==> src/sector_track_regs.vh <==
// constants for the sector identifier and count tracker
`ifndef SECTOR_TRACK_REGS_VH
`define SECTOR_TRACK_REGS_VH
`define ID_BYTES         8
`define ID_WIDTH         64
`define CNT_WIDTH        16
`define FMT_CHS          1'b0
`define FMT_LBA          1'b1
`define LBA_LEN_3        1'b0
`define LBA_LEN_4        1'b1
`define ID_RESET         64'h0000000000000000
`define CNT_RESET        16'h0000
`define ADDR_WIDTH       22
`define ADDR_RESET       22'h000000
`define ST_IDLE          2'h0
`define ST_WAIT_ECC      2'h1
`define ST_BAD           2'h2
`endif
==> src/id_incrementer.v <==
// next expected identifier: lba or chs stepping
`timescale 1ns/10ps
`include "sector_track_regs.vh"
module id_incrementer (
  // current identifier and format
  input  wire [`ID_WIDTH-1:0] id_i,
  input  wire                 lba_fmt_i,
  input  wire                 lba_len4_i,
  input  wire [7:0]           max_sector_i,
  input  wire [7:0]           max_head_i,
  // stepped identifier
  output reg  [`ID_WIDTH-1:0] id_o
);
  // byte 0 cylinder high, 1 cylinder low, 2 head, 3 sector
  reg [15:0] cyl;
  always @* begin
    cyl  = {id_i[7:0], id_i[15:8]};
    id_o = id_i;
    if (lba_fmt_i == `FMT_LBA) begin
      if (lba_len4_i == `LBA_LEN_4)
        id_o[31:0] = id_i[31:0] + 32'h00000001;
      else
        id_o[23:0] = id_i[23:0] + 24'h000001;
    end else begin
      if (id_i[31:24] < max_sector_i)
        id_o[31:24] = id_i[31:24] + 8'h01;
      else begin
        id_o[31:24] = 8'h01;
        if (id_i[23:16] < max_head_i)
          id_o[23:16] = id_i[23:16] + 8'h01;
        else begin
          id_o[23:16] = 8'h00;
          cyl         = cyl + 16'h0001;
          id_o[15:0]  = {cyl[7:0], cyl[15:8]};
        end
      end
    end
  end
endmodule // id_incrementer

==> src/sector_id_count_tracker.v <==
// disk-side sector identifier groups and block/buffer counters
`timescale 1ns/10ps
`include "sector_track_regs.vh"
module sector_id_count_tracker #(
  parameter CW = `CNT_WIDTH
) (
  // clock and reset
  input  wire                  clk_i,
  input  wire                  srst_i,
  // configuration
  input  wire                  lba_fmt_i,
  input  wire                  lba_len4_i,
  input  wire [7:0]            max_sector_i,
  input  wire [7:0]            max_head_i,
  input  wire                  skip_mode_i,
  input  wire                  exp_id_load_i,
  input  wire [`ID_WIDTH-1:0]  exp_id_load_val_i,
  // identifier byte stream from the disk sequencer
  input  wire                  id_start_i,
  input  wire                  id_byte_vld_i,
  input  wire [7:0]            id_byte_i,
  input  wire                  id_done_i,
  input  wire                  id_crc_ok_i,
  // sector progress
  input  wire                  data_end_i,
  input  wire                  sector_end_i,
  input  wire                  skipped_block_i,
  input  wire                  disk_write_i,
  input  wire                  ecc_error_i,
  input  wire                  correction_ok_strobe_i,
  input  wire                  uncorrectable_i,
  input  wire [`ADDR_WIDTH-1:0] block_start_addr_i,
  input  wire                  buf_dec_i,
  // pipeline boundary
  input  wire                  pipe_load_i,
  input  wire [CW-1:0]         pipe_block_count_i,
  // processor actions
  input  wire                  capture_clear_i,
  input  wire                  snapshot_i,
  input  wire                  pending_clear_i,
  // identifier groups and flags
  output reg  [`ID_WIDTH-1:0]  expected_id_o,
  output reg  [`ID_WIDTH-1:0]  primary_id_o,
  output reg  [`ID_WIDTH-1:0]  secondary_id_o,
  output reg  [`ID_WIDTH-1:0]  capture_id_o,
  output reg                   capture_full_flag_o,
  output reg                   capture_irq_o,
  output reg                   primary_group_active_o,
  output reg                   primary_group_error_o,
  output reg                   secondary_group_active_o,
  output reg                   secondary_group_error_o,
  // counts
  output reg  [CW-1:0]         int_block_count_o,
  output reg  [CW-1:0]         ext_block_count_o,
  output reg  [CW-1:0]         buffer_counter_o,
  output reg  [CW-1:0]         buffer_snap_o,
  output reg  [CW-1:0]         block_snap_o,
  output reg                   more_blocks_o,
  output reg                   pending_increment_flag_o,
  output reg                   sequencer_halt_o,
  output reg  [`ADDR_WIDTH-1:0] ecc_start_addr_o
);
  localparam [1:0] ST_IDLE     = `ST_IDLE;
  localparam [1:0] ST_WAIT_ECC = `ST_WAIT_ECC;
  localparam [1:0] ST_BAD      = `ST_BAD;

  reg  [`ID_WIDTH-1:0] rx_q;
  reg  [2:0]           rx_idx_q;
  reg                  match_q;
  reg  [1:0]           ecc_st_q;
  reg                  use_b_q;
  reg                  halt_arm_q;
  reg                  ext_held_q;
  wire [`ID_WIDTH-1:0] exp_next;
  wire [`ID_WIDTH-1:0] rx_next;
  wire                 id_good;
  wire                 int_next_zero;
  wire                 clean_end;
  wire                 skip_end;
  wire                 good_sector;
  wire                 buf_up;
  wire [CW-1:0]        cnt_one;

  id_incrementer u_inc (
    .id_i         (expected_id_o),
    .lba_fmt_i    (lba_fmt_i),
    .lba_len4_i   (lba_len4_i),
    .max_sector_i (max_sector_i),
    .max_head_i   (max_head_i),
    .id_o         (exp_next)
  );

  // byte lands at its own lane so capture fills as bytes arrive
  genvar g;
  generate
    for (g = 0; g < `ID_BYTES; g = g + 1) begin : lane
      assign rx_next[g*8 +: 8] = (id_byte_vld_i && rx_idx_q == g) ? id_byte_i : rx_q[g*8 +: 8];
    end
  endgenerate

  assign id_good       = id_done_i && id_crc_ok_i;
  assign int_next_zero = (int_block_count_o == {{(CW-1){1'b0}}, 1'b1});
  assign cnt_one       = {{(CW-1){1'b0}}, 1'b1};
  // a sector that ends while a correction is outstanding is not counted here
  assign clean_end     = sector_end_i && !ecc_error_i && ecc_st_q == ST_IDLE;
  assign skip_end      = clean_end && skipped_block_i && skip_mode_i;
  assign good_sector   = clean_end && !skip_end && (!skipped_block_i || disk_write_i);
  // a landed correction releases the held increment of the bad sector
  assign buf_up        = good_sector || (ecc_st_q == ST_WAIT_ECC && correction_ok_strobe_i);

  // identifier path
  always @(posedge clk_i) begin
    if (srst_i) begin
      rx_q                     <= `ID_RESET;
      rx_idx_q                 <= 3'h0;
      match_q                  <= 1'b0;
      expected_id_o            <= `ID_RESET;
      primary_id_o             <= `ID_RESET;
      secondary_id_o           <= `ID_RESET;
      capture_id_o             <= `ID_RESET;
      capture_full_flag_o      <= 1'b0;
      capture_irq_o            <= 1'b0;
      use_b_q                  <= 1'b0;
      primary_group_active_o   <= 1'b0;
      primary_group_error_o    <= 1'b0;
      secondary_group_active_o <= 1'b0;
      secondary_group_error_o  <= 1'b0;
    end else begin
      capture_irq_o <= 1'b0;
      if (id_start_i) begin
        rx_q     <= `ID_RESET;
        rx_idx_q <= 3'h0;
      end else if (id_byte_vld_i) begin
        rx_q     <= rx_next;
        rx_idx_q <= rx_idx_q + 3'h1;
        // a full capture is frozen until the processor clears it
        if (!capture_full_flag_o)
          capture_id_o <= rx_next;
      end
      // a bad crc must not leave an earlier match armed for the next data end
      if (id_done_i && !id_crc_ok_i)
        match_q <= 1'b0;
      if (id_good) begin
        match_q <= (lba_fmt_i == `FMT_LBA && lba_len4_i == `LBA_LEN_3) ?
                   (rx_q[23:0] == expected_id_o[23:0]) :
                   (rx_q[31:0] == expected_id_o[31:0]);
        if (!capture_full_flag_o) begin
          capture_full_flag_o <= 1'b1;
          capture_irq_o       <= 1'b1;
        end
        // primary stays frozen on a bad sector, so it keeps that id
        if (use_b_q) begin
          secondary_id_o           <= rx_q;
          secondary_group_active_o <= 1'b1;
        end else begin
          primary_id_o           <= rx_q;
          primary_group_active_o <= 1'b1;
        end
      end else if (capture_clear_i) begin
        capture_full_flag_o <= 1'b0;
      end
      if (exp_id_load_i)
        expected_id_o <= exp_id_load_val_i;
      else if (data_end_i && match_q) begin
        expected_id_o <= exp_next;
        match_q       <= 1'b0;
      end
      if (ecc_error_i && !use_b_q) begin
        use_b_q               <= 1'b1;
        primary_group_error_o <= 1'b1;
      end else if (ecc_error_i)
        secondary_group_error_o <= 1'b1;
      else if (correction_ok_strobe_i && ecc_st_q == ST_WAIT_ECC) begin
        use_b_q                  <= 1'b0;
        primary_group_error_o    <= 1'b0;
        secondary_group_error_o  <= 1'b0;
        secondary_group_active_o <= 1'b0;
      end else if (pending_clear_i && ecc_st_q == ST_BAD) begin
        // software has taken the bad sector's id, so both groups return to normal use
        use_b_q                  <= 1'b0;
        primary_group_error_o    <= 1'b0;
        secondary_group_error_o  <= 1'b0;
        secondary_group_active_o <= 1'b0;
      end
    end
  end

  // counters and ecc bookkeeping; plain processor reads touch nothing here
  always @(posedge clk_i) begin
    if (srst_i) begin
      int_block_count_o        <= `CNT_RESET;
      ext_block_count_o        <= `CNT_RESET;
      buffer_counter_o         <= `CNT_RESET;
      buffer_snap_o            <= `CNT_RESET;
      block_snap_o             <= `CNT_RESET;
      more_blocks_o            <= 1'b0;
      pending_increment_flag_o <= 1'b0;
      sequencer_halt_o         <= 1'b0;
      ecc_start_addr_o         <= `ADDR_RESET;
      ecc_st_q                 <= ST_IDLE;
      halt_arm_q               <= 1'b0;
      ext_held_q               <= 1'b0;
    end else begin
      if (snapshot_i) begin
        buffer_snap_o <= buffer_counter_o;
        block_snap_o  <= ext_block_count_o;
      end
      if (pipe_load_i) begin
        int_block_count_o <= pipe_block_count_i;
        ext_block_count_o <= pipe_block_count_i;
        more_blocks_o     <= (pipe_block_count_i != `CNT_RESET);
        // an error flagged in this very cycle still belongs to the old pipeline
        if (ecc_st_q == ST_WAIT_ECC || (ecc_error_i && ecc_st_q == ST_IDLE))
          pending_increment_flag_o <= 1'b1;
      end else if (sector_end_i && int_block_count_o != `CNT_RESET) begin
        int_block_count_o <= int_block_count_o - {{(CW-1){1'b0}}, 1'b1};
        more_blocks_o     <= !int_next_zero;
      end
      if (ecc_error_i && ecc_st_q == ST_IDLE) begin
        ecc_st_q         <= ST_WAIT_ECC;
        ecc_start_addr_o <= block_start_addr_i;
        ext_held_q       <= pipe_load_i;
      end
      case (ecc_st_q)
        ST_IDLE: begin
          // a boundary in the same cycle wins: the new pipeline's count stands
          if (!pipe_load_i) begin
            if (skip_end)
              ext_block_count_o <= ext_block_count_o - cnt_one;
            else if (good_sector)
              ext_block_count_o <= ext_block_count_o - cnt_one;
          end
        end
        ST_WAIT_ECC: begin
          // limitation: a further sector ending before the outcome is not counted,
          // so the sequencer must wait for the correction result first
          if (pipe_load_i)
            ext_held_q <= 1'b1;
          if (correction_ok_strobe_i) begin
            ecc_st_q                 <= ST_IDLE;
            pending_increment_flag_o <= 1'b0;
            ext_held_q               <= 1'b0;
            if (!ext_held_q && !pipe_load_i)
              ext_block_count_o <= ext_block_count_o - cnt_one;
          end else if (uncorrectable_i) begin
            ecc_st_q   <= ST_BAD;
            halt_arm_q <= 1'b1;
          end
        end
        ST_BAD: begin
          // sector ends no longer step the ext or buffer counts until software releases this state; a new pipeline does not
          if (pending_clear_i) begin
            ecc_st_q                 <= ST_IDLE;
            pending_increment_flag_o <= 1'b0;
            sequencer_halt_o         <= 1'b0;
            halt_arm_q               <= 1'b0;
            ext_held_q               <= 1'b0;
          end
        end
        default: ecc_st_q <= ST_IDLE;
      endcase
      // host removals are never held back by the ecc state, only arrivals are
      if (buf_up && !buf_dec_i)
        buffer_counter_o <= buffer_counter_o + cnt_one;
      else if (buf_dec_i && !buf_up)
        buffer_counter_o <= buffer_counter_o - cnt_one;
      if (halt_arm_q && sector_end_i) begin
        sequencer_halt_o <= 1'b1;
        halt_arm_q       <= 1'b0;
      end
    end
  end
endmodule // sector_id_count_tracker

==> config.mk <==
export PLATFORM = sky130hd
export DESIGN_NAME = sector_id_count_tracker
export DESIGN_NICKNAME = d
export VERILOG_FILES = /design/src/id_incrementer.v /design/src/sector_id_count_tracker.v
export VERILOG_INCLUDE_DIRS = /design/src
export SDC_FILE = /design/constraint.sdc
export NUM_CORES = 1
export LEC_CHECK = 0
export ABC_CLOCK_PERIOD_IN_PS = 4300
export BUFFER_PORTS_ARGS = -buffer_cell sky130_fd_sc_hd__buf_2
export CORE_AREA = 2 2 211 296
export DETAILED_ROUTE_END_ITERATION = 7
export DIE_AREA = 0 0 213 298
export SLEW_MARGIN = 10
export SYNTH_ARGS = -nofsm -noshare
export SYNTH_HDL_FRONTEND = slang
export SYNTH_SLANG_ARGS = --single-unit
==> constraint.sdc <==
create_clock -name clk_i -period 4.3 [get_ports clk_i]
set_clock_uncertainty 0.2 [all_clocks]
set_input_delay 0.43 -clock clk_i [delete_from_list [all_inputs] [get_ports clk_i]]
set_output_delay 0.43 -clock clk_i [all_outputs]
set_load 0.03 [all_outputs]
After elaboration in Yosys (flattened, before gate mapping)
Index checks and enable logic that the tools add are counted.
Widths: inputs -> output; s select.
{"block": "word_totals", "ff_bits": 439, "in_bits": 148, "output_inout_bits": 367, "elab_cells": 201}
{"block": "classes", "add_sub_neg": 10, "magnitude_cmp": 2, "eq_ne": 19, "mux": 70, "bitwise_logic": 6, "n_reduce_logical": 66}
{"op": "$mux 16", "n": 11}
{"op": "$mux 8", "n": 11}
{"op": "$mux 32", "n": 2}
{"op": "$mux 64", "n": 1}
{"op": "$mux 24", "n": 2}
{"op": "$sub 16x1->16 const B", "n": 3}
{"op": "$mux 1", "n": 34}
{"op": "$add 16x1->16 const B", "n": 2}
{"op": "$add 32x1->32 const B", "n": 1}
{"op": "$eq 32x32->1", "n": 1}
{"op": "$pmux 16 s2", "n": 1}
{"op": "$reduce_bool 16->1", "n": 2}
{"op": "$logic_and 1x1->1", "n": 27}
{"op": "$add 24x1->24 const B", "n": 1}
{"op": "$eq 24x24->1", "n": 1}
{"op": "$add 8x1->8 const B", "n": 2}
{"op": "$eq 16x1->1 const B", "n": 1}
{"op": "$lt 8x8->1", "n": 2}
{"op": "$reduce_and 2->1", "n": 7}
{"op": "$reduce_bool 2->1", "n": 7}
{"op": "$eq 3x3->1 const B", "n": 4}
{"op": "$logic_not 1->1", "n": 10}
{"op": "$mux 2", "n": 4}
{"op": "$eq 3x2->1 const B", "n": 2}
{"op": "18 further kinds", "n": 34}

Logic depth before layout (Yosys ltp)
{"block": "depth", "word_depth": 13, "depth_mapped": 16, "mapped_depth_nobuf": 15}

Cells and area by module
A second synthesis with hierarchy kept.
{"block": "unflattened", "hier_cells": 2282, "area_unflattened_um2": 19407.4}
{"module": "sector_id_count_tracker", "instances": 1, "cells_per_inst": 2042, "area_each_um2": 17817.1, "seq_area_each_um2": 8788.4}
{"module": "id_incrementer", "instances": 1, "cells_per_inst": 240, "area_each_um2": 1590.3, "seq_area_each_um2": 0.0}

Worst setup path before layout
OpenSTA, ideal clock, no wires.
{"block": "synth_timing", "path_type": "register to register", "start": "reg ecc_st_q[0]", "end": "reg buffer_counter_o[15]", "setup_time_ps": 121, "arrival_ps": 3283, "required_ps": 3979, "slack_ps": 696, "stages_incl_launch_ff": 17, "path_buffers": 1, "period_less_slack_ps": 3604, "path_cell_list": "dfxtp_1 inv_1 ha_1 clkbuf_1 nand3b_1 o21ai_0 ha_1 inv_1 ha_1 a211oi_1 o211ai_1 nand2_1 a22oi_1 a41oi_1 mux2i_1 o21ai_0 mux2_2"}
{"block": "synth_via", "elab_chain_cells": 11, "word_cells_on_any_way": 15, "cone_classes": "1 x eq/ne; 1 x mux; 13 x reduce/logical"}
{"item": "from (decl)", "line": "sector_id_count_tracker.v:70", "text": "reg [1:0] ecc_st_q;"}
{"item": "from (signal assigned)", "line": "sector_id_count_tracker.v:200", "text": "ecc_st_q <= ST_IDLE;"}
{"item": "from (signal assigned)", "line": "sector_id_count_tracker.v:220", "text": "ecc_st_q <= ST_WAIT_ECC;"}
{"item": "from (signal assigned)", "line": "sector_id_count_tracker.v:240", "text": "ecc_st_q <= ST_IDLE;"}
{"item": "$logic_not 2->1", "line": "sector_id_count_tracker.v:105", "text": "assign clean_end = sector_end_i && !ecc_error_i && ecc_st_q == ST_IDLE;"}
{"item": "$logic_and 1x1->1", "line": "sector_id_count_tracker.v:105"}
{"item": "$logic_and 1x1->1 (2 in series)", "line": "sector_id_count_tracker.v:106", "text": "assign skip_end = clean_end && skipped_block_i && skip_mode_i;"}
{"item": "$logic_not 1->1", "line": "sector_id_count_tracker.v:107", "text": "assign good_sector = clean_end && !skip_end && (!skipped_block_i || disk_write_i);"}
{"item": "$logic_and 1x1->1 (2 in series)", "line": "sector_id_count_tracker.v:107"}
{"item": "$logic_or 1x1->1 *", "line": "sector_id_count_tracker.v:109", "text": "assign buf_up = good_sector || (ecc_st_q == ST_WAIT_ECC && correction_ok_strobe_i);"}
{"item": "$logic_not 1->1", "line": "sector_id_count_tracker.v:265", "text": "else if (buf_dec_i && !buf_up)"}
{"item": "$logic_and 1x1->1", "line": "sector_id_count_tracker.v:265"}
{"item": "$reduce_bool 2->1 (no line)"}
{"item": "to (signal assigned)", "line": "sector_id_count_tracker.v:193", "text": "buffer_counter_o <= `CNT_RESET;"}
{"item": "to (signal assigned)", "line": "sector_id_count_tracker.v:264", "text": "buffer_counter_o <= buffer_counter_o + cnt_one;"}
{"item": "to (signal assigned)", "line": "sector_id_count_tracker.v:266", "text": "buffer_counter_o <= buffer_counter_o - cnt_one;"}
{"item": "to (decl)", "line": "sector_id_count_tracker.v:55", "text": "output reg [CW-1:0] buffer_counter_o,"}
Mark *: on every way between the ends. The rest lies on a longest branch, timed or not.
A chain may end at the register's enable or synchronous reset.

Final worst setup path
{"block": "layout_timing", "start": "in ecc_error_i", "end": "reg buffer_counter_o[15]"}
{"block": "layout_via", "elab_chain_cells": 12, "word_cells_on_any_way": 14, "cone_classes": "1 x mux; 13 x reduce/logical"}
{"item": "from (decl)", "line": "sector_id_count_tracker.v:29", "text": "input wire ecc_error_i,"}
{"item": "$logic_not 1->1 *", "line": "sector_id_count_tracker.v:105"}
{"item": "$logic_and 1x1->1 * (2 in series)", "line": "sector_id_count_tracker.v:105"}
{"item": "$logic_and 1x1->1 (2 in series)", "line": "sector_id_count_tracker.v:106"}
{"item": "$logic_not 1->1", "line": "sector_id_count_tracker.v:107"}
{"item": "$logic_and 1x1->1 * (2 in series)", "line": "sector_id_count_tracker.v:107"}
{"item": "$logic_or 1x1->1 *", "line": "sector_id_count_tracker.v:109"}
{"item": "$logic_not 1->1", "line": "sector_id_count_tracker.v:265"}
{"item": "$logic_and 1x1->1", "line": "sector_id_count_tracker.v:265"}
{"item": "$reduce_bool 2->1 (no line)"}
Marked as above.

==> impl_metrics.json <==
{
  "crit_path_max_fanout": 11,
  "rows": 107,
  "insertion_delay_ns": 0.58,
  "dp_hpwl_um": 48570,
  "die_h_um": 298,
  "syn_area_sq_um": 18660,
  "n_fill_cell": 6153,
  "finalCritPeriodShare": 0.9045,
  "area_growth_pct": 31.77,
  "final_hold_viol_count": 0,
  "routed_wl_um": 68450,
  "status": "finished, final reports clean",
  "yosysTopAreaCell": "dfxtp_1",
  "hold_depth": 4,
  "final_layout_size_suffix_gt1_frac": 0.2284,
  "ant_nets": 0,
  "placed_cell_area_sq_um": 21950,
  "grt_use_total": 0.2090,
  "clock-sinks": 439,
  "max_cap_viol_count": 0,
  "cp-start-kind": "primary input",
  "hold_ws_ns": 0.04209,
  "ir_drop_mv": 0.3397,
  "io_buffers": 514,
  "r2r_cells": 16,
  "async_reset_ff_frac": 0,
  "p_per_area_nw_per_um2": 449.6,
  "cp-end-kind": "register",
  "grt_max_degree": 162,
  "drt-pass1-iter-count": 5,
  "yosysTopAreaCellShare": 0.4709,
  "dp.cells": 3429,
  "yosys-top-cells-count": "dfxtp_1, nand2_1, nor2_1",
  "post_cts_buffers": 0,
  "grt_pass1_wl_um": 103000,
  "arrival_ns": 4.16,
  "setup_viol": 0,
  "ys_types": 74,
  "slew_violations": 0,
  "root_buffer": "clkbuf_16",
  "io_pins": 515,
  "worst_pin_slew_ns": 1.147,
  "slowest_delay_ns": 0.53,
  "drc": 0,
  "crit_chain": "dlygate4sd3_1, buf_2, nand3b_1, o21ai_0, buf_4, ha_1, clkinvlp_4, ha_1, a211oi_2, o211ai_1, nand2_1, a22oi_1, a41oi_1, mux2i_1, o21ai_0, mux2_2",
  "synth_edf_count": 0,
  "critPathSlowestCell": "dlygate4sd3_1",
  "grt_pass1_vias": 17170,
  "syn_nets": 2413,
  "rsz0062_at_grt": "no",
  "hp-class": "in -> reg",
  "dieArea_sq_um": 63470,
  "place_congestion": 0.8681,
  "avgViaCountPerCell": 4.897,
  "yosys_warnings": 0,
  "yosysSeqAreaShare": 0.4709,
  "final_util": 0.4055,
  "dr.first_iter.drc_count": 1123,
  "synthFlopType": "dfxtp_1",
  "h-tree-depth": 2,
  "syn_avg_cell_area_sq_um": 8.418,
  "cts_tree": "built",
  "post-place-ws_ns": 0.4191,
  "die_x_um": 213,
  "nNetsFinal": 2967,
  "leakage_nw": 10.86,
  "critical_path_class": "in -> reg",
  "clk_path_buf_depth": 3,
  "core_sq_um": 60650,
  "finish.instance_area_sq_um": 24590,
  "r2r-end": "buffer_counter_o[15]",
  "start_util": 0.3077,
  "ys_ff_latch": 439,
  "multi_input_area_sq_um": 9168,
  "wl_per_cell_um": 18.88,
  "seq_area_sq_um": 8788,
  "period_needed_ns": 3.889,
  "yosysMostFrequentCell": "dfxtp_1",
  "grt_overflow": 0,
  "worstHoldStart": "pipe_block_count_i[6]",
  "vias": 17760,
  "reg2reg_from": "ecc_st_q[0]",
  "r2r_setup_slack_ns": 0.42,
  "max_freq_ghz": 0.2571,
  "crit_required_ns": 4.57,
  "numCtsBuffers": 47,
  "power_mw": 11.06,
  "fin_ws_ns": 0.4108,
  "stdcell_count": 3626,
  "syn-instance-count": 2217,
  "fin_tns_setup_ns": 0,
  "hold_end": "int_block_count_o[6]",
  "clkSlewWorstSetupHoldPaths_ns": 0.06,
  "netlist_top_cells_area": "dfxtp_1, nand2_1, mux2i_1",
  "antenna_found_initial": 6,
  "relSlewSlack": 0.2356
}
-- where the power goes --
part / switching, mW / internal (mW)
registers: 0.271 / 4.30
clock network: 1.79 / 2.30
logic: 1.52 / 0.885
-- area by class of cell --
| type | count | share of cell area |
|---|---|---|
| well taps | 817 | 0.04157 |
| inverters | 49 | 0.007734 |
| clock buffers | 63 | 0.05394 |
| flip-flops and latches | 439 | 0.3574 |
| diodes | 3 | 0.0003053 |
| repair buffers | 648 | 0.1581 |
| multi-input cells | 1586 | 0.3728 |
| clock inverters | 21 | 0.008090 |
-- worst max-delay path by stage --
| stage | slack, ns | cells past startpoint | startpoint | endpoint |
|---|---|---|---|---|
| after CTS | 0.36 | 16 | ecc_st_q[1] | buffer_counter_o[12] |
| after global routing | 0.05 | 16 | ecc_st_q[0] | buffer_counter_o[12] |
| after floorplan | 0.70 | 16 | ecc_st_q[0] | buffer_counter_o[15] |
| after detailed placement | 0.42 | 16 | ecc_st_q[1] | buffer_counter_o[14] |
| after global placement | 0.44 | 16 | ecc_st_q[1] | buffer_counter_o[14] |
| final | 0.41 | 16 | ecc_error_i | buffer_counter_o[15] |
-- layout by cell type, fill, tap and decap left out, drive strengths merged, types with 8 or more instances in the layout --
cell type | netlist | layout
clkinv | 1 | 12
and2 | 8 | 8
ha | 47 | 47
xnor2 | 57 | 57
dfxtp | 439 | 439
o21ai | 65 | 65
clkbuf | 113 | 63
nor4 | 13 | 13
buf | 30 | 538
nor3 | 26 | 26
o21a | 8 | 8
or4 | 8 | 8
nand2 | 388 | 388
a211oi | 86 | 86
o211ai | 8 | 8
dlygate4sd3 | 0 | 110
a21o | 8 | 8
nand3 | 27 | 27
or3 | 9 | 9
nand2b | 11 | 11
nor2 | 308 | 308
nor2b | 11 | 11
inv | 48 | 52
a31oi | 14 | 14
xor2 | 19 | 19
a21oi | 216 | 216
a22oi | 15 | 15
nand4 | 20 | 20
mux2i | 133 | 133
-- what timing repair did --
item	in CTS	in global routing
resized for setup	0	3
endpoints found under the hold margin	117	0
endpoints found under the setup margin	0	1
hold buffers	110	0
-- layer usage --
| layer | GRT usage | share of wire | vias to the layer above |
|---|---|---|---|
| met5 | 0 | 0.00047 | - |
| met4 | 0.06260 | 0.029 | 6 |
| met3 | 0.04764 | 0.064 | 102 |
| met2 | 0.3756 | 0.50 | 570 |
| met1 | 0.2438 | 0.41 | 8362 |
| li1 | - | - | 8716 |
-- critical path, delay by kind of cell --
| kind | cells | cell delay [ns] |
|---|---|---|
| buffers and inverters | 4 | 1.10 |
| and+or+nand+nor | 2 | 0.33 |
| AOI/OAI and AO/OA | 6 | 1.18 |
| adders and majority gates | 2 | 0.59 |
| muxes | 2 | 0.53 |
-- cells by family after synthesis --
kind of cell | count (synthesis) | share of synthesized area
AO/OA/AOI/OAI | 472 | 0.1554
multiplexers | 137 | 0.07375
AND/OR/NAND/NOR | 853 | 0.1922
XOR/XNOR | 76 | 0.03567
buffers and inverters | 192 | 0.03949
flip-flops | 439 | 0.4709
adder cells (fa/ha/maj) | 48 | 0.03258
-- sequential cells by signal, indices dropped and copies added, names as in the netlist, 3 cells and up --
name and flops:
capture_id_o 64, expected_id_o 64, primary_id_o 64, rx_q 64, secondary_id_o 64, ecc_start_addr_o 22, block_snap_o 16, buffer_counter_o 16
buffer_snap_o 16, ext_block_count_o 16, int_block_count_o 16, rx_idx_q 3
(Power assumes the default switching activity.)
